[src/hdl/mpcs_pkg.sv]
package mpcs_pkg;
	// clock and the one-second base for all timed waits
	localparam int CLK_PERIOD_NS = 25;
	localparam int SECOND_NS = 1_000_000_000;
	localparam int CYC_PER_SEC = SECOND_NS / CLK_PERIOD_NS;
	// register byte addresses
	localparam logic [7:0] ADDR_CTRL = 8'h00;
	localparam logic [7:0] ADDR_CONFIG = 8'h04;
	localparam logic [7:0] ADDR_INTERLOCK = 8'h08;
	localparam logic [7:0] ADDR_START_WAIT = 8'h0C;
	localparam logic [7:0] ADDR_DETECT = 8'h10;
	localparam logic [7:0] ADDR_IN_SEL = 8'h14;
	localparam logic [7:0] ADDR_OUT_SEL = 8'h18;
	localparam logic [7:0] ADDR_RELAY_SEL = 8'h1C;
	localparam logic [7:0] ADDR_STATUS = 8'h20;
	// field positions
	localparam int CTRL_RUN_BIT = 0;
	localparam int CTRL_INVRST_BIT = 1;
	localparam int CFG_AUX_LSB = 0;
	localparam int CFG_SCHEME_LSB = 4;
	localparam int ST_MAINS_LSB = 0;
	localparam int ST_DRIVE_LSB = 4;
	localparam int ST_DRV_EN_BIT = 8;
	localparam int ST_PAUSE_BIT = 9;
	localparam int ST_STATE_LSB = 12;
	localparam int ST_NMAINS_LSB = 16;
	// reset values and limits
	localparam logic [1:0] AUX_RST = 2'h0;
	localparam logic [6:0] TIME_RST = 7'h01;
	localparam logic [6:0] TIME_MAX = 7'h64;
	localparam logic [13:0] DET_RST = 14'h0001;
	localparam logic [13:0] DET_MAX = 14'h0E10;
	localparam logic [13:0] DET_OFF = 14'h270F;
	localparam logic [7:0] SEL_RST = 8'h00;
	// terminal function codes
	localparam logic [7:0] CODE_ENABLE_IN = 8'h0E;
	localparam logic [7:0] CODE_PAUSE_HI = 8'h46;
	localparam logic [7:0] CODE_PAUSE_LO = 8'hAA;
	localparam logic [7:0] CODE_MAINS_M1 = 8'h47;
	localparam logic [7:0] CODE_MAINS_M4 = 8'h4A;
	localparam logic [7:0] CODE_DRIVE_M1 = 8'h4B;
	localparam logic [7:0] CODE_DRIVE_M4 = 8'h4E;
	localparam logic [7:0] CODE_NEG_M1 = 8'hAB;
	localparam logic [7:0] CODE_NEG_M4 = 8'hB2;
	// bus responses
	localparam logic [1:0] RESP_OKAY = 2'h0;
	localparam logic [1:0] RESP_SLVERR = 2'h2;
	localparam logic [1:0] RESP_DECERR = 2'h3;
	typedef enum logic [1:0] {
		SCH_BASIC = 2'b00,
		SCH_ALT = 2'b01,
		SCH_DIRECT = 2'b10,
		SCH_ALT_DIRECT = 2'b11
	} mpcs_scheme_t;
	typedef enum logic [2:0] {
		ST_IDLE = 3'b000,
		ST_WAIT_START = 3'b001,
		ST_RUN = 3'b010,
		ST_INTERLOCK = 3'b011,
		ST_PAUSE = 3'b100,
		ST_RAMP_DOWN = 3'b101
	} mpcs_state_t;
endpackage

[src/hdl/mpcs_sec_timer.sv]
module mpcs_sec_timer
	import mpcs_pkg::*;
#(
	parameter int CYC = CYC_PER_SEC
) (
	input wire logic aclk,
	input wire logic aresetn,
	input wire logic start,
	input wire logic [13:0] secs,
	output logic expired
);
	logic [31:0] cyc_q, cyc_d;
	logic [13:0] sec_q, sec_d;
	logic run_q, run_d;

	// one-cycle pulse once the loaded whole seconds have run out;
	// a held start with zero seconds must not read as expiry
	assign expired = run_q && (sec_q == 14'h0000) && !start;

	// own divider, so a wait never starts mid-second and comes short
	always_comb begin
		cyc_d = cyc_q;
		sec_d = sec_q;
		run_d = run_q;
		if (start) begin
			run_d = 1'b1;
			sec_d = secs;
			cyc_d = 32'h00000000;
		end else if (run_q) begin
			if (sec_q == 14'h0000) begin
				run_d = 1'b0;
			end else if (cyc_q == 32'(CYC - 1)) begin
				cyc_d = 32'h00000000;
				sec_d = sec_q - 14'h0001;
			end else begin
				cyc_d = cyc_q + 32'h00000001;
			end
		end
	end

	always_ff @(posedge aclk) begin
		if (!aresetn) begin
			cyc_q <= 32'h00000000;
			sec_q <= 14'h0000;
			run_q <= 1'b0;
		end else begin
			cyc_q <= cyc_d;
			sec_q <= sec_d;
			run_q <= run_d;
		end
	end
endmodule

[src/hdl/mpcs_sequencer.sv]
// Our own choices: the AXI4-Lite register port and the placing of the registers.
module mpcs_sequencer
	import mpcs_pkg::*;
#(
	parameter int CYC_SEC = CYC_PER_SEC
) (
	input wire logic aclk,
	input wire logic aresetn,
	input wire logic s_axi_awvalid,
	output logic s_axi_awready,
	input wire logic [7:0] s_axi_awaddr,
	input wire logic s_axi_wvalid,
	output logic s_axi_wready,
	input wire logic [31:0] s_axi_wdata,
	input wire logic [3:0] s_axi_wstrb,
	output logic s_axi_bvalid,
	input wire logic s_axi_bready,
	output logic [1:0] s_axi_bresp,
	input wire logic s_axi_arvalid,
	output logic s_axi_arready,
	input wire logic [7:0] s_axi_araddr,
	output logic s_axi_rvalid,
	input wire logic s_axi_rready,
	output logic [31:0] s_axi_rdata,
	output logic [1:0] s_axi_rresp,
	input wire logic multi_pump_enable_in,
	input wire logic start_cond,
	input wire logic stop_cond,
	input wire logic freq_below_level,
	input wire logic pause_cancel,
	input wire logic drive_standstill,
	output logic mains_contactor_m1,
	output logic mains_contactor_m2,
	output logic mains_contactor_m3,
	output logic mains_contactor_m4,
	output logic drive_contactor_m1,
	output logic drive_contactor_m2,
	output logic drive_contactor_m3,
	output logic drive_contactor_m4,
	output logic drive_output_en,
	output logic output_pause,
	output logic output_terminal,
	output logic relay_option_out
);
	// bus side state
	logic awready_q, awready_d, wready_q, wready_d, arready_q, arready_d;
	logic bvalid_q, bvalid_d, rvalid_q, rvalid_d;
	logic aw_held_q, aw_held_d, w_held_q, w_held_d;
	logic [1:0] bresp_q, bresp_d, rresp_q, rresp_d;
	logic [7:0] awaddr_q, awaddr_d;
	logic [31:0] wdata_q, wdata_d, rdata_q, rdata_d, wd, wmask;
	logic [3:0] wstrb_q, wstrb_d;
	logic wr_fire, order_clr;
	// software settings
	logic run_q, run_d;
	logic [1:0] aux_q, aux_d;
	mpcs_scheme_t scheme_q, scheme_d;
	logic [6:0] interlock_q, interlock_d, swait_q, swait_d;
	logic [13:0] detect_q, detect_d;
	logic [7:0] in_sel_q, in_sel_d, out_sel_q, out_sel_d;
	logic [7:0] relay_sel_q, relay_sel_d;
	// sequencer state
	mpcs_state_t state_q, state_d;
	logic [3:0] mains_q, mains_d, drv_q, drv_d;
	logic drv_en_q, drv_en_d, pause_q, pause_d, swap_q, swap_d;
	logic to_mains_q, to_mains_d;
	logic [1:0] idx_q, idx_d, ptr_q, ptr_d, mover_q, mover_d, head;
	logic [1:0] ord_q [4];
	logic [1:0] ord_d [4];
	logic [2:0] cnt_q, cnt_d, nmot, p;
	logic il_start, sw_start, det_start, il_exp, sw_exp, det_exp;
	logic go, running, term_lvl, relay_lvl, term_q, relay_q;

	assign running = (state_q != ST_IDLE);
	assign go = run_q && multi_pump_enable_in
		&& (in_sel_q == CODE_ENABLE_IN);
	assign nmot = {1'b0, aux_q} + 3'h1;
	assign wr_fire = aw_held_q && w_held_q && !bvalid_q;

	// first free motor from a rotating start point
	function automatic logic [2:0] pick(input logic [1:0] from,
		input logic [3:0] busy, input logic [2:0] n);
		logic [1:0] j;
		logic [2:0] r;
		r = 3'b000;
		for (int i = 3; i >= 0; i--) begin
			j = from + 2'(i);
			if ({1'b0, j} < n && !busy[j]) begin
				r = {1'b1, j};
			end
		end
		return r;
	endfunction

	// register read image, shared by reads and strobe merging
	function automatic logic [31:0] reg_rd(input logic [7:0] a);
		logic [31:0] v;
		v = 32'h00000000;
		unique case (a)
			ADDR_CTRL: v[CTRL_RUN_BIT] = run_q;
			ADDR_CONFIG: begin
				v[CFG_AUX_LSB +: 2] = aux_q;
				v[CFG_SCHEME_LSB +: 2] = scheme_q;
			end
			ADDR_INTERLOCK: v[6:0] = interlock_q;
			ADDR_START_WAIT: v[6:0] = swait_q;
			ADDR_DETECT: v[13:0] = detect_q;
			ADDR_IN_SEL: v[7:0] = in_sel_q;
			ADDR_OUT_SEL: v[7:0] = out_sel_q;
			ADDR_RELAY_SEL: v[7:0] = relay_sel_q;
			ADDR_STATUS: begin
				v[ST_MAINS_LSB +: 4] = mains_q;
				v[ST_DRIVE_LSB +: 4] = drv_q;
				v[ST_DRV_EN_BIT] = drv_en_q;
				v[ST_PAUSE_BIT] = pause_q;
				v[ST_STATE_LSB +: 3] = state_q;
				v[ST_NMAINS_LSB +: 3] = cnt_q;
			end
			default: v = 32'h00000000;
		endcase
		return v;
	endfunction

	// bus slave and register writes; one write and one read in flight
	always_comb begin
		{aw_held_d, w_held_d, awaddr_d, wdata_d} =
			{aw_held_q, w_held_q, awaddr_q, wdata_q};
		{wstrb_d, bvalid_d, bresp_d} = {wstrb_q, bvalid_q, bresp_q};
		{rvalid_d, rdata_d, rresp_d} = {rvalid_q, rdata_q, rresp_q};
		{run_d, aux_d} = {run_q, aux_q};
		scheme_d = scheme_q;
		{interlock_d, swait_d, detect_d} = {interlock_q, swait_q, detect_q};
		{in_sel_d, out_sel_d, relay_sel_d} =
			{in_sel_q, out_sel_q, relay_sel_q};
		order_clr = 1'b0;
		for (int b = 0; b < 4; b++) begin
			wmask[b*8 +: 8] = {8{wstrb_q[b]}};
		end
		wd = (reg_rd(awaddr_q) & ~wmask) | (wdata_q & wmask);
		if (bvalid_q && s_axi_bready) begin
			bvalid_d = 1'b0;
		end
		if (s_axi_awvalid && awready_q) begin
			aw_held_d = 1'b1;
			awaddr_d = s_axi_awaddr;
		end
		if (s_axi_wvalid && wready_q) begin
			w_held_d = 1'b1;
			wdata_d = s_axi_wdata;
			wstrb_d = s_axi_wstrb;
		end
		if (wr_fire) begin
			{aw_held_d, w_held_d, bvalid_d} = 3'b001;
			bresp_d = RESP_OKAY;
			unique case (awaddr_q)
				ADDR_CTRL: begin
					run_d = wd[CTRL_RUN_BIT];
					order_clr = wd[CTRL_INVRST_BIT];
				end
				ADDR_CONFIG: begin
					if (running) begin
						bresp_d = RESP_SLVERR;
					end else begin
						aux_d = wd[CFG_AUX_LSB +: 2];
						scheme_d = mpcs_scheme_t'(wd[CFG_SCHEME_LSB +: 2]);
						order_clr = (aux_d != aux_q)
							|| (scheme_d != scheme_q);
					end
				end
				ADDR_INTERLOCK: begin
					if (wd[6:0] > TIME_MAX) begin
						bresp_d = RESP_SLVERR;
					end else begin
						interlock_d = wd[6:0];
					end
				end
				ADDR_START_WAIT: begin
					if (wd[6:0] > TIME_MAX) begin
						bresp_d = RESP_SLVERR;
					end else begin
						swait_d = wd[6:0];
					end
				end
				ADDR_DETECT: begin
					if (wd[13:0] > DET_MAX && wd[13:0] != DET_OFF) begin
						bresp_d = RESP_SLVERR;
					end else begin
						detect_d = wd[13:0];
					end
				end
				ADDR_IN_SEL: in_sel_d = wd[7:0];
				ADDR_OUT_SEL: begin
					if (wd[7:0] >= CODE_NEG_M1 && wd[7:0] <= CODE_NEG_M4) begin
						bresp_d = RESP_SLVERR;
					end else begin
						out_sel_d = wd[7:0];
					end
				end
				ADDR_RELAY_SEL: begin
					if ((wd[7:0] >= CODE_NEG_M1 && wd[7:0] <= CODE_NEG_M4)
						|| wd[7:0] == CODE_PAUSE_LO) begin
						bresp_d = RESP_SLVERR;
					end else begin
						relay_sel_d = wd[7:0];
					end
				end
				ADDR_STATUS: bresp_d = RESP_SLVERR;
				default: bresp_d = RESP_DECERR;
			endcase
		end
		if (rvalid_q && s_axi_rready) begin
			rvalid_d = 1'b0;
		end
		if (s_axi_arvalid && arready_q) begin
			rvalid_d = 1'b1;
			rdata_d = reg_rd(s_axi_araddr);
			rresp_d = (s_axi_araddr <= ADDR_STATUS
				&& s_axi_araddr[1:0] == 2'h0) ? RESP_OKAY : RESP_DECERR;
		end
		awready_d = !aw_held_d && !bvalid_d;
		wready_d = !w_held_d && !bvalid_d;
		arready_d = !rvalid_d;
	end

	always_ff @(posedge aclk) begin
		if (!aresetn) begin
			{awready_q, wready_q, arready_q} <= 3'b000;
			{bvalid_q, rvalid_q, aw_held_q, w_held_q} <= 4'h0;
			{bresp_q, rresp_q} <= 4'h0;
			awaddr_q <= 8'h00;
			wdata_q <= 32'h00000000;
			wstrb_q <= 4'h0;
			rdata_q <= 32'h00000000;
			run_q <= 1'b0;
			aux_q <= AUX_RST;
			scheme_q <= SCH_BASIC;
			interlock_q <= TIME_RST;
			swait_q <= TIME_RST;
			detect_q <= DET_RST;
			{in_sel_q, out_sel_q, relay_sel_q} <= {3{SEL_RST}};
		end else begin
			{awready_q, wready_q, arready_q} <= {awready_d, wready_d, arready_d};
			{bvalid_q, rvalid_q, aw_held_q, w_held_q} <=
				{bvalid_d, rvalid_d, aw_held_d, w_held_d};
			{bresp_q, rresp_q} <= {bresp_d, rresp_d};
			awaddr_q <= awaddr_d;
			wdata_q <= wdata_d;
			wstrb_q <= wstrb_d;
			rdata_q <= rdata_d;
			run_q <= run_d;
			aux_q <= aux_d;
			scheme_q <= scheme_d;
			interlock_q <= interlock_d;
			swait_q <= swait_d;
			detect_q <= detect_d;
			{in_sel_q, out_sel_q, relay_sel_q} <=
				{in_sel_d, out_sel_d, relay_sel_d};
		end
	end

	// low-frequency detection restarts whenever the condition breaks
	assign det_start = !(state_q == ST_RUN && freq_below_level
		&& detect_q != DET_OFF);

	mpcs_sec_timer #(.CYC(CYC_SEC)) u_interlock (.aclk(aclk),
		.aresetn(aresetn), .start(il_start),
		.secs({7'h00, interlock_q}), .expired(il_exp));
	mpcs_sec_timer #(.CYC(CYC_SEC)) u_start_wait (.aclk(aclk),
		.aresetn(aresetn), .start(sw_start),
		.secs({7'h00, swait_q}), .expired(sw_exp));
	mpcs_sec_timer #(.CYC(CYC_SEC)) u_detect (.aclk(aclk),
		.aresetn(aresetn), .start(det_start), .secs(detect_q),
		.expired(det_exp));

	// motor sequencing; contactors only open before others close
	always_comb begin
		state_d = state_q;
		{mains_d, drv_d, drv_en_d} = {mains_q, drv_q, drv_en_q};
		{pause_d, swap_d, to_mains_d} = {pause_q, swap_q, to_mains_q};
		{idx_d, ptr_d, mover_d, cnt_d} = {idx_q, ptr_q, mover_q, cnt_q};
		ord_d = ord_q;
		{il_start, sw_start} = 2'b00;
		head = ord_q[0];
		p = 3'h0;
		if (order_clr || (!go && running)) begin
			// start off or reset drops every contactor at once
			state_d = ST_IDLE;
			{mains_d, drv_d} = 8'h00;
			{drv_en_d, pause_d, swap_d} = 3'b000;
			cnt_d = 3'h0;
			if (order_clr) begin
				ptr_d = 2'h0;
			end
		end else begin
			unique case (state_q)
				ST_IDLE: if (go) begin
					if (scheme_q == SCH_BASIC) begin
						p = 3'h4;
					end else begin
						p = pick(ptr_q, 4'h0, nmot);
						ptr_d = p[1:0] + 2'h1;
					end
					idx_d = p[1:0];
					drv_d[p[1:0]] = 1'b1;
					if (scheme_q == SCH_BASIC || scheme_q == SCH_ALT) begin
						drv_en_d = 1'b1;
						state_d = ST_RUN;
					end else begin
						sw_start = 1'b1;
						state_d = ST_WAIT_START;
					end
				end
				ST_WAIT_START: if (sw_exp) begin
					drv_en_d = 1'b1;
					state_d = ST_RUN;
				end
				ST_RUN: begin
					if (det_exp) begin
						{drv_en_d, pause_d} = 2'b01;
						state_d = ST_PAUSE;
						if (scheme_q == SCH_ALT) begin
							drv_d[idx_q] = 1'b0;
							swap_d = 1'b1;
						end
					end else if (start_cond && cnt_q < {1'b0, aux_q}) begin
						if (scheme_q == SCH_BASIC || scheme_q == SCH_ALT) begin
							p = pick(idx_q + 2'h1, mains_q | drv_q, nmot);
							mains_d[p[1:0]] = p[2];
							ord_d[cnt_q[1:0]] = p[1:0];
							cnt_d = cnt_q + 3'(p[2]);
						end else begin
							drv_d[idx_q] = 1'b0;
							drv_en_d = 1'b0;
							mover_d = idx_q;
							to_mains_d = 1'b1;
							il_start = 1'b1;
							state_d = ST_INTERLOCK;
						end
					end else if (stop_cond && cnt_q != 3'h0) begin
						if (scheme_q == SCH_ALT_DIRECT) begin
							drv_en_d = 1'b0;
							state_d = ST_RAMP_DOWN;
						end else begin
							mains_d[head] = 1'b0;
							ord_d[0:2] = ord_q[1:3];
							cnt_d = cnt_q - 3'h1;
						end
					end
				end
				ST_INTERLOCK: if (il_exp) begin
					if (to_mains_q) begin
						mains_d[mover_q] = 1'b1;
						ord_d[cnt_q[1:0]] = mover_q;
						cnt_d = cnt_q + 3'h1;
						p = pick(ptr_q, mains_d | drv_q, nmot);
					end else begin
						p = {1'b1, mover_q};
					end
					idx_d = p[1:0];
					ptr_d = p[1:0] + 2'h1;
					drv_d[p[1:0]] = 1'b1;
					sw_start = 1'b1;
					state_d = ST_WAIT_START;
				end
				ST_RAMP_DOWN: if (drive_standstill) begin
					drv_d[idx_q] = 1'b0;
					mains_d[head] = 1'b0;
					mover_d = head;
					ord_d[0:2] = ord_q[1:3];
					cnt_d = cnt_q - 3'h1;
					to_mains_d = 1'b0;
					il_start = 1'b1;
					state_d = ST_INTERLOCK;
				end
				ST_PAUSE: begin
					if (swap_q) begin
						// old motor is tried last, so the duty moves on
						p = pick(idx_q + 2'h1, mains_q, nmot);
						idx_d = p[1:0];
						ptr_d = p[1:0] + 2'h1;
						drv_d[p[1:0]] = 1'b1;
						swap_d = 1'b0;
					end else if (pause_cancel) begin
						{drv_en_d, pause_d} = 2'b10;
						state_d = ST_RUN;
					end
				end
				default: state_d = ST_IDLE;
			endcase
		end
	end

	always_ff @(posedge aclk) begin
		if (!aresetn) begin
			state_q <= ST_IDLE;
			{mains_q, drv_q} <= 8'h00;
			{drv_en_q, pause_q, swap_q, to_mains_q} <= 4'h0;
			{idx_q, ptr_q, mover_q, cnt_q} <= 9'h000;
			ord_q <= '{2'h0, 2'h0, 2'h0, 2'h0};
			{term_q, relay_q} <= 2'b00;
		end else begin
			state_q <= state_d;
			{mains_q, drv_q} <= {mains_d, drv_d};
			{drv_en_q, pause_q, swap_q, to_mains_q} <=
				{drv_en_d, pause_d, swap_d, to_mains_d};
			{idx_q, ptr_q, mover_q, cnt_q} <= {idx_d, ptr_d, mover_d, cnt_d};
			ord_q <= ord_d;
			{term_q, relay_q} <= {term_lvl, relay_lvl};
		end
	end

	// selectable terminals follow their function codes
	mpcs_term_map u_out_map (.code(out_sel_q), .pause(pause_q),
		.mains(mains_q), .drive(drv_q), .level(term_lvl));
	mpcs_term_map u_relay_map (.code(relay_sel_q), .pause(pause_q),
		.mains(mains_q), .drive(drv_q), .level(relay_lvl));

	// outputs, all from flip-flops
	assign {s_axi_awready, s_axi_wready, s_axi_arready} =
		{awready_q, wready_q, arready_q};
	assign {s_axi_bvalid, s_axi_bresp} = {bvalid_q, bresp_q};
	assign {s_axi_rvalid, s_axi_rdata, s_axi_rresp} =
		{rvalid_q, rdata_q, rresp_q};
	assign {mains_contactor_m4, mains_contactor_m3, mains_contactor_m2,
		mains_contactor_m1} = mains_q;
	assign {drive_contactor_m4, drive_contactor_m3, drive_contactor_m2,
		drive_contactor_m1} = drv_q;
	assign {drive_output_en, output_pause} = {drv_en_q, pause_q};
	assign {output_terminal, relay_option_out} = {term_q, relay_q};
endmodule

[src/hdl/mpcs_term_map.sv]
module mpcs_term_map
	import mpcs_pkg::*;
(
	input wire logic [7:0] code,
	input wire logic pause,
	input wire logic [3:0] mains,
	input wire logic [3:0] drive,
	output logic level
);
	// function code to terminal level; unknown codes stay low
	always_comb begin
		level = 1'b0;
		if (code == CODE_PAUSE_HI) begin
			level = pause;
		end else if (code == CODE_PAUSE_LO) begin
			level = !pause;
		end else if (code >= CODE_MAINS_M1 && code <= CODE_MAINS_M4) begin
			level = mains[2'(code - CODE_MAINS_M1)];
		end else if (code >= CODE_DRIVE_M1 && code <= CODE_DRIVE_M4) begin
			level = drive[2'(code - CODE_DRIVE_M1)];
		end
	end
endmodule

[config.mk]
export PLATFORM = sky130hd
export DESIGN_NAME = mpcs_sequencer
export DESIGN_NICKNAME = d
export VERILOG_FILES = /design/src/hdl/mpcs_pkg.sv /design/src/hdl/mpcs_sec_timer.sv /design/src/hdl/mpcs_sequencer.sv /design/src/hdl/mpcs_term_map.sv
export SDC_FILE = /design/constraint.sdc
export NUM_CORES = 1
export LEC_CHECK = 0
export ABC_CLOCK_PERIOD_IN_PS = 4900
export BUFFER_PORTS_ARGS = -buffer_cell sky130_fd_sc_hd__buf_2
export CORE_MARGIN = 4
export CORE_UTILIZATION = 40
export CTS_CLUSTER_DIAMETER = 60
export DETAILED_ROUTE_END_ITERATION = 12
export GPL_ROUTABILITY_DRIVEN = 0
export PLACE_DENSITY = 0.69
export SKIP_CTS_REPAIR_TIMING = 1
export SYNTH_ARGS = -nofsm -noshare
export SYNTH_HDL_FRONTEND = slang
export SYNTH_SLANG_ARGS = --single-unit
[constraint.sdc]
create_clock -name aclk -period 4.9 [get_ports aclk]
set_clock_uncertainty 0.15 [all_clocks]
set_input_delay 0.735 -clock aclk [delete_from_list [all_inputs] [get_ports aclk]]
set_output_delay 0.735 -clock aclk [all_outputs]
set_load 0.02 [all_outputs]
==> metrics.yaml, run 1 <==
yosys:
  syn-instance-count: 2032
  synth_fa_ha_area_share_pct: 2.542
  synth_xor_area_share_pct: 7.118
  ys.warnings.count: 0
  yosys-top-cells-count: "dfxtp_1, nor2_1, nand2_1"
  ys_seq_area_share_pct: 35.00
  synth_top_area_cell: "dfxtp_1"
  muxShareOfSynthArea_pct: 4.722
  synth_ff_type: "dfxtp_1"
  synth_compound_area_share_pct: 19.40
  yosysMostFrequentCell: "dfxtp_1"
  ys_seq_elements: 284
  synth_top_area_share_pct: 35.00
  netlist_area_sq_mm: 0.01624
  synthArstFlopShare_pct: 0
  ys_types: 95
  synth.area.top_cells: "dfxtp_1, nor2_1, nand2_1, xor2_1, a21oi_1"
  synth_top_family_by_area: "simple AND/OR/NAND/NOR gates"
  synth-simple-area-share_pct: 26.44
  synth_edf_count: 0
  syn_area_per_cell_sq_um: 7.994
floorplanning:
  rows: 73
  die_x_um: 209.5
  coreArea_sq_mm: 0.03991
  io_pins: 118
  start_util_pct: 40.69
  dieArea_sq_mm: 0.04390
  fp.dieH_um: 209.5
grt:
  antenna_found_initial: 3
  grt_first_pass_wirelength_mm: 76.45
  gr-usage-met2_pct: 31.91
  grt_max_degree: 68
  grt_pass1_vias: 14445
  use_met1_pct: 29.14
  top_usage_layer: "met2"
  gr-usage-met3_pct: 3.692
  grt_overflow: 0
  track_usage_pct: 20.64
layout:
  final_util_pct: 45.08
  nets: 2160
  seq_area_sq_mm: 0.005685
  final_cell_area_sq_mm: 0.01799
  area_growth_pct: 10.77
  final_layout_size_suffix_gt1_share_pct: 10.99
  multi_input_comb_area_sq_mm: 0.009841
  fillers: 3923
sta:
  setup_tns_ns: 0
  slew_viol_final: 0
  rsz0062_at_grt: "false"
  clock.fmax_mhz: 228.9
  max_slew_margin_pct: 17.05
  worstMarginPinSlew_ns: 1.234
  fin_crit_sh_pct: 89.14
  setup_violations: 0
  finalCriticalPeriod_ns: 4.368
  finalHoldViolations: 0
hold_path:
  holdPathEnd: "wdata_q[12]$_SDFFE_PN0P_"
  min_from: "s_axi_wdata[12]"
  hold_depth: 3
  hold_class: "in2reg"
worst_setup_path:
  required_ns: 5.23
  cp.arrival_ns: 4.70
  r2r_setup_slack_ns: 0.53
  worstReg2RegStart: "awaddr_q[2]$_SDFFE_PN0P_"
  critPathMaxFanout: 15
  worst_setup_path_start_kind: "register"
  r2r-end: "u_interlock.cyc_q[21]$_SDFFE_PP0P_"
  crit_path_end_kind: "register"
  rr_worst_depth: 10
  path_class: "reg2reg"
cts:
  cts_buffers: 30
  cts_tree: "yes"
  path_clk_slew_ns: 0.06
  root_buffer: "clkbuf_16"
  clock-sinks: 284
  clock_latency_ns: 0.58
  clock_path_buffers: 3
  h-tree-depth: 1
job:
  drv_cap: 0
routing:
  ant_nets: 0
  firstDrtPassIters: 7
  viasPerCell: 5.914
  drc_errors: 0
  drt_wl_total_mm: 47.49
  drt_iter0_markers: 1378
  drt-wirelength-per-cell_um: 18.20
  vias: 15436
power:
  power_mw: 4.861
  powerDensity_mw_per_mm2: 270.2
  p_leak_nw: 6.394
  peakVddDrop_mv: 0.2728
place:
  io_buffers: 83
  hpwl_mm: 34.40
  post_dp_cell_area_sq_mm: 0.01700
outcome:
  status: "finished clean"
==> final cells by class <==
type / instances / share of cell area (%)
Antenna cell: 2 / 0.02782
Clock buffer: 41 / 4.791
Clock inverter: 12 / 0.6885
Inverter: 47 / 0.9875
Multi-Input combinational cell: 1586 / 54.69
Sequential cell: 284 / 31.60
Tap cell: 525 / 3.651
Timing Repair Buffer: 113 / 3.560
==> state kept, by name (all words and copies together), names as in the netlist, 14 cells and up <==
signal,count
detect_q,14
s_axi_rdata,18
u_detect.cyc_q,32
u_detect.sec_q,14
u_interlock.cyc_q,32
u_interlock.sec_q,14
u_start_wait.cyc_q,32
u_start_wait.sec_q,14
wdata_q,14
==> how the worst max path moves through the flow <==
stage                                               endpoint  slack, ns                     start
after detailed placement   u_interlock.cyc_q[3]$_SDFFE_PP0P_       0.65  awaddr_q[2]$_SDFFE_PN0P_
after global routing      u_interlock.cyc_q[21]$_SDFFE_PP0P_       0.21  awaddr_q[2]$_SDFFE_PN0P_
after floorplan                        ord_q[2]$_SDFFE_PN0P_       0.27     idx_q[0]$_SDFFE_PN0P_
after CTS                  u_interlock.cyc_q[7]$_SDFFE_PP0P_       0.62  awaddr_q[2]$_SDFFE_PN0P_
final                     u_interlock.cyc_q[21]$_SDFFE_PP0P_       0.53  awaddr_q[2]$_SDFFE_PN0P_
after global placement    u_interlock.cyc_q[25]$_SDFFE_PP0P_       0.80  awaddr_q[2]$_SDFFE_PN0P_
==> critical path, cell delays in order, from the launching register on <==
cell     delay, ns
dfxtp_1       0.80
inv_1         0.29
nor3_1        0.50
a21oi_1       0.20
a21oi_2       0.47
a41oi_1       0.21
a41oi_2       0.54
buf_4         0.27
or2_1         0.19
nand3_1       0.40
nor2_1        0.22
==> report_power, final <==
group	switching, mW	internal, mW	total [mW]
sequential	0.0262	2.33	2.35
combinational	0.169	0.0729	0.242
clock	0.937	1.33	2.26
total	1.13	3.73	4.86
==> per-stage QoR <==
step | worst slack [ns] | hold WS [ns] | cells
finish | 0.5319 | 0.2413 | 2610
global route | 0.2094 | 0.2289 | 2609
CTS | 0.6227 | 0.2185 | 2608
detailed placement | 0.6452 | 0.2984 | 2555
global placement | 0.8002 | 0.2913 | 2555
floorplan | 0.2690 | 0.2864 | 2045
==> logic make-up after synthesis <==
kind of cell | count (synthesis)
AO/OA/AOI/OAI | 453
XOR/XNOR | 132
adder cells (fa/ha/maj) | 33
buffers and inverters | 175
flip-flops | 284
multiplexers | 66
other | 1
AND/OR/NAND/NOR | 888
==> routing by layer <==
metal / up-vias / share of wire [%]
li1: 7392 / -
met1: 7279 / 44
met2: 650 / 44
met3: 111 / 8.4
met4: 4 / 3.8
met5: - / 0.051
==> cell usage in the layout (no fill, tap or decap), types with 14 or more instances in the layout <==
master and n:
a21oi_1 118, o21ai_0 83, nand2_1 208, xnor2_1 44, nand3_1 99, nand2b_1 17
nor3_1 64, mux2i_1 44, a211oi_1 44, nor4_1 28, xor2_1 88, inv_1 45
ha_1 33, and3_1 28, a22oi_1 23, nor2_1 282, dfxtp_1 284, mux2_2 15
conb_1 14, and2_1 17, or3_1 18, clkbuf_16 30, buf_2 83, nor2b_1 18
a221oi_1 18, nand4_1 31, buf_4 30
Note: power is estimated with default switching activity, not from simulation.
==> run 2: changes to the inputs <==
--- a/config.mk
+++ b/config.mk
@@ -8,11 +8,11 @@
 export ABC_CLOCK_PERIOD_IN_PS = 4900
 export BUFFER_PORTS_ARGS = -buffer_cell sky130_fd_sc_hd__buf_2
 export CORE_MARGIN = 4
-export CORE_UTILIZATION = 40
+export CORE_UTILIZATION = 45
 export CTS_CLUSTER_DIAMETER = 60
 export DETAILED_ROUTE_END_ITERATION = 12
 export GPL_ROUTABILITY_DRIVEN = 0
-export PLACE_DENSITY = 0.69
+export PLACE_DENSITY = 0.75
 export SKIP_CTS_REPAIR_TIMING = 1
 export SYNTH_ARGS = -nofsm -noshare
 export SYNTH_HDL_FRONTEND = slang
==> run 2 against run 1 <==
  * Worst hold slack worse by 0.012 ns
  * Sequential power about the same
  * Cell count down 2.5%
==> metrics.yaml, run 2 (same netlist as run 1, synthesis figures left out) <==
worst_setup_path:
  path_class: "reg2reg"
  r2r-end: "relay_sel_q[3]$_SDFFE_PN0P_"
  crit_chain: "nor4b_2, a31oi_1, a222oi_1, a22oi_1, a21oi_1, o31ai_2, a21oi_2, nor2_1, a211oi_1"
  r2r_setup_slack_ns: 0.68  # +0.15 ns
  worstReg2RegStart: "awaddr_q[4]$_SDFFE_PN0P_"
  cp.arrival_ns: 4.54  # -0.16 ns
  required_ns: 5.22  # about the same
  crit_path_end_kind: "register"
  critPathSlowestCell: "dfxtp_1"
  critPathMaxFanout: 18  # +3
  startpoint: "awaddr_q[4]$_SDFFE_PN0P_"
  path_buf_inv: 0  # -2
  crit_family: "compound AO/OA/AOI/OAI gates"
  rr_worst_depth: 9  # -1
  worst_setup_path_start_kind: "register"
  slowest_delay_ns: 0.77  # -0.03 ns
floorplanning:
  rows: 69  # -5.5%
  die_x_um: 198.0  # -5.5%
  coreArea_sq_mm: 0.03557  # -11%
  fp.dieH_um: 198.0  # -5.5%
  dieArea_sq_mm: 0.03920  # -11%
  io_pins: 118  # unchanged
  start_util_pct: 45.67  # +5.0 points
grt:
  antenna_found_initial: 2  # -1
  grt_max_degree: 68  # unchanged
  track_usage_pct: 22.66  # +2.0 points
  grt_overflow: 0  # unchanged
  grt_first_pass_wirelength_mm: 74.49  # -2.6%
  grt_pass1_vias: 14389  # -0.39%
power:
  powerDensity_mw_per_mm2: 271.6  # +0.53%
  p_leak_nw: 6.401  # +0.11%
  power_mw: 4.867  # +0.13%
  peakVddDrop_mv: 0.3141  # +15%
hold_path:
  hold_class: "in2reg"
  min_from: "s_axi_awaddr[7]"
  hold_depth: 3  # unchanged
  holdPathEnd: "awaddr_q[7]$_SDFFE_PN0P_"
layout:
  fin_cells: 2545  # -2.5%
  seq_area_sq_mm: 0.005685  # unchanged
  diodes: 0  # -2
  top_regs: "u_detect.cyc_q: 32 flops, u_interlock.cyc_q: 32 flops, u_start_wait.cyc_q: 32 flops"
  final_cell_mix: "dfxtp_1, nor2_1, nand2_1"
  multi_input_comb_area_sq_mm: 0.009841  # unchanged
  nets: 2163  # +0.14%
  final_common_cell: "dfxtp_1"
  final_layout_size_suffix_gt1_share_pct: 10.99  # about the same
  fillers: 3395  # -13%
  area_growth_pct: 10.33
  final_cell_area_sq_mm: 0.01792  # -0.40%
cts:
  cts_tree: "yes"
  h-tree-depth: 1  # unchanged
  root_buffer: "clkbuf_16"
  path_clk_slew_ns: 0.06  # about the same
  clock-sinks: 284  # unchanged
  clock_path_buffers: 3  # unchanged
  clock_latency_ns: 0.59  # about the same
  cts_buffers: 31  # +3.3%
sta:
  finalHoldViolations: 0  # unchanged
  clock.fmax_mhz: 237.0  # +3.5%
  rsz0062_at_grt: "false"
  fin_crit_sh_pct: 86.09  # -3.1 points
  max_slew_margin_pct: 22.15  # +5.1 points
  setup_violations: 0  # unchanged
  setup_tns_ns: 0  # unchanged
  worstMarginPinSlew_ns: 1.158  # -0.07582 ns
  finalCriticalPeriod_ns: 4.219  # -0.1495 ns
  slew_viol_final: 0  # unchanged
routing:
  drt_wl_total_mm: 46.36  # -2.4%
  vias: 15463  # +0.17%
  drt_iter0_markers: 1587  # +15%
  ant_nets: 0  # unchanged
  firstDrtPassIters: 8  # +1
  drt-wirelength-per-cell_um: 18.22  # +0.12%
  drc_errors: 0  # unchanged
  viasPerCell: 6.076  # +2.7%
place:
  post_dp_cell_area_sq_mm: 0.01694  # -0.38%
  io_buffers: 83  # unchanged
  hpwl_mm: 33.31  # -3.2%
  post-place-cells: 2493  # -2.4%
job:
  drv_cap: 0  # unchanged
outcome:
  status: "finished clean"
==> run 2: metal layers <==
layer | share of wire, % | global-route usage, % | routed length (um)
met5 | 0.060 | 0 | 28
met4 | 4.4 | 8.697 | 2047
met3 | 9.3 | 5.037 | 4307
met2 | 44 | 35.62 | 20290
met1 | 42 | 30.51 | 19690
==> run 2: worst reg2reg max path, delay by kind of cell, from the launching register on <==
family | cells | cell delay, ns
DFF | 1 | 0.77
AOI/OAI and AO/OA | 7 | 2.33
and+or+nand+nor | 2 | 0.86
==> run 2: worst max-delay path by stage <==
| stage | depth (start not counted) | end | slack, ns |
|---|---|---|---|
| after global routing | 11 | ord_q[4]$_SDFFE_PN0P_ | 0.36 |
| final | 9 | relay_sel_q[3]$_SDFFE_PN0P_ | 0.68 |
| after detailed placement | 15 | ord_q[2]$_SDFFE_PN0P_ | 0.87 |
| after CTS | 12 | ptr_q[1]$_SDFFE_PN0P_ | 0.80 |
| after global placement | 11 | ord_q[2]$_SDFFE_PN0P_ | 0.94 |
| after floorplan | 18 | ord_q[2]$_SDFFE_PN0P_ | 0.27 |
==> run 2: metrics by stage <==
| step | util [%] | hold slack, ns | worst slack [ns] |
|---|---|---|---|
| 2_1_floorplan | - | 0.2864 | 0.2690 |
| 3_3_place_gp | 47.62 | 0.2908 | 0.9362 |
| 3_5_place_dp | 47.62 | 0.2997 | 0.8707 |
| 4_1_cts | 50.38 | 0.2072 | 0.7977 |
| 5_1_grt | 50.38 | 0.2205 | 0.3618 |
| 6_report | 50.38 | 0.2289 | 0.6815 |
==> run 2: power by group <==
group / switching, mW / total (mW) / internal [mW]
Clock: 0.956 / 2.27 / 1.31
Combinational: 0.167 / 0.242 / 0.0746
Sequential: 0.0267 / 2.35 / 2.33
Total: 1.15 / 4.87 / 3.72
==> run 2: area by class of cell <==
| class | count | share of cell area (%) |
|---|---|---|
| flip-flops and latches | 284 | 31.73 |
| multi-input cells | 1586 | 54.91 |
| well taps | 461 | 3.219 |
| inverters | 47 | 0.9914 |
| repair buffers | 115 | 3.658 |
| clock buffers | 43 | 4.971 |
| clock inverters | 9 | 0.5236 |
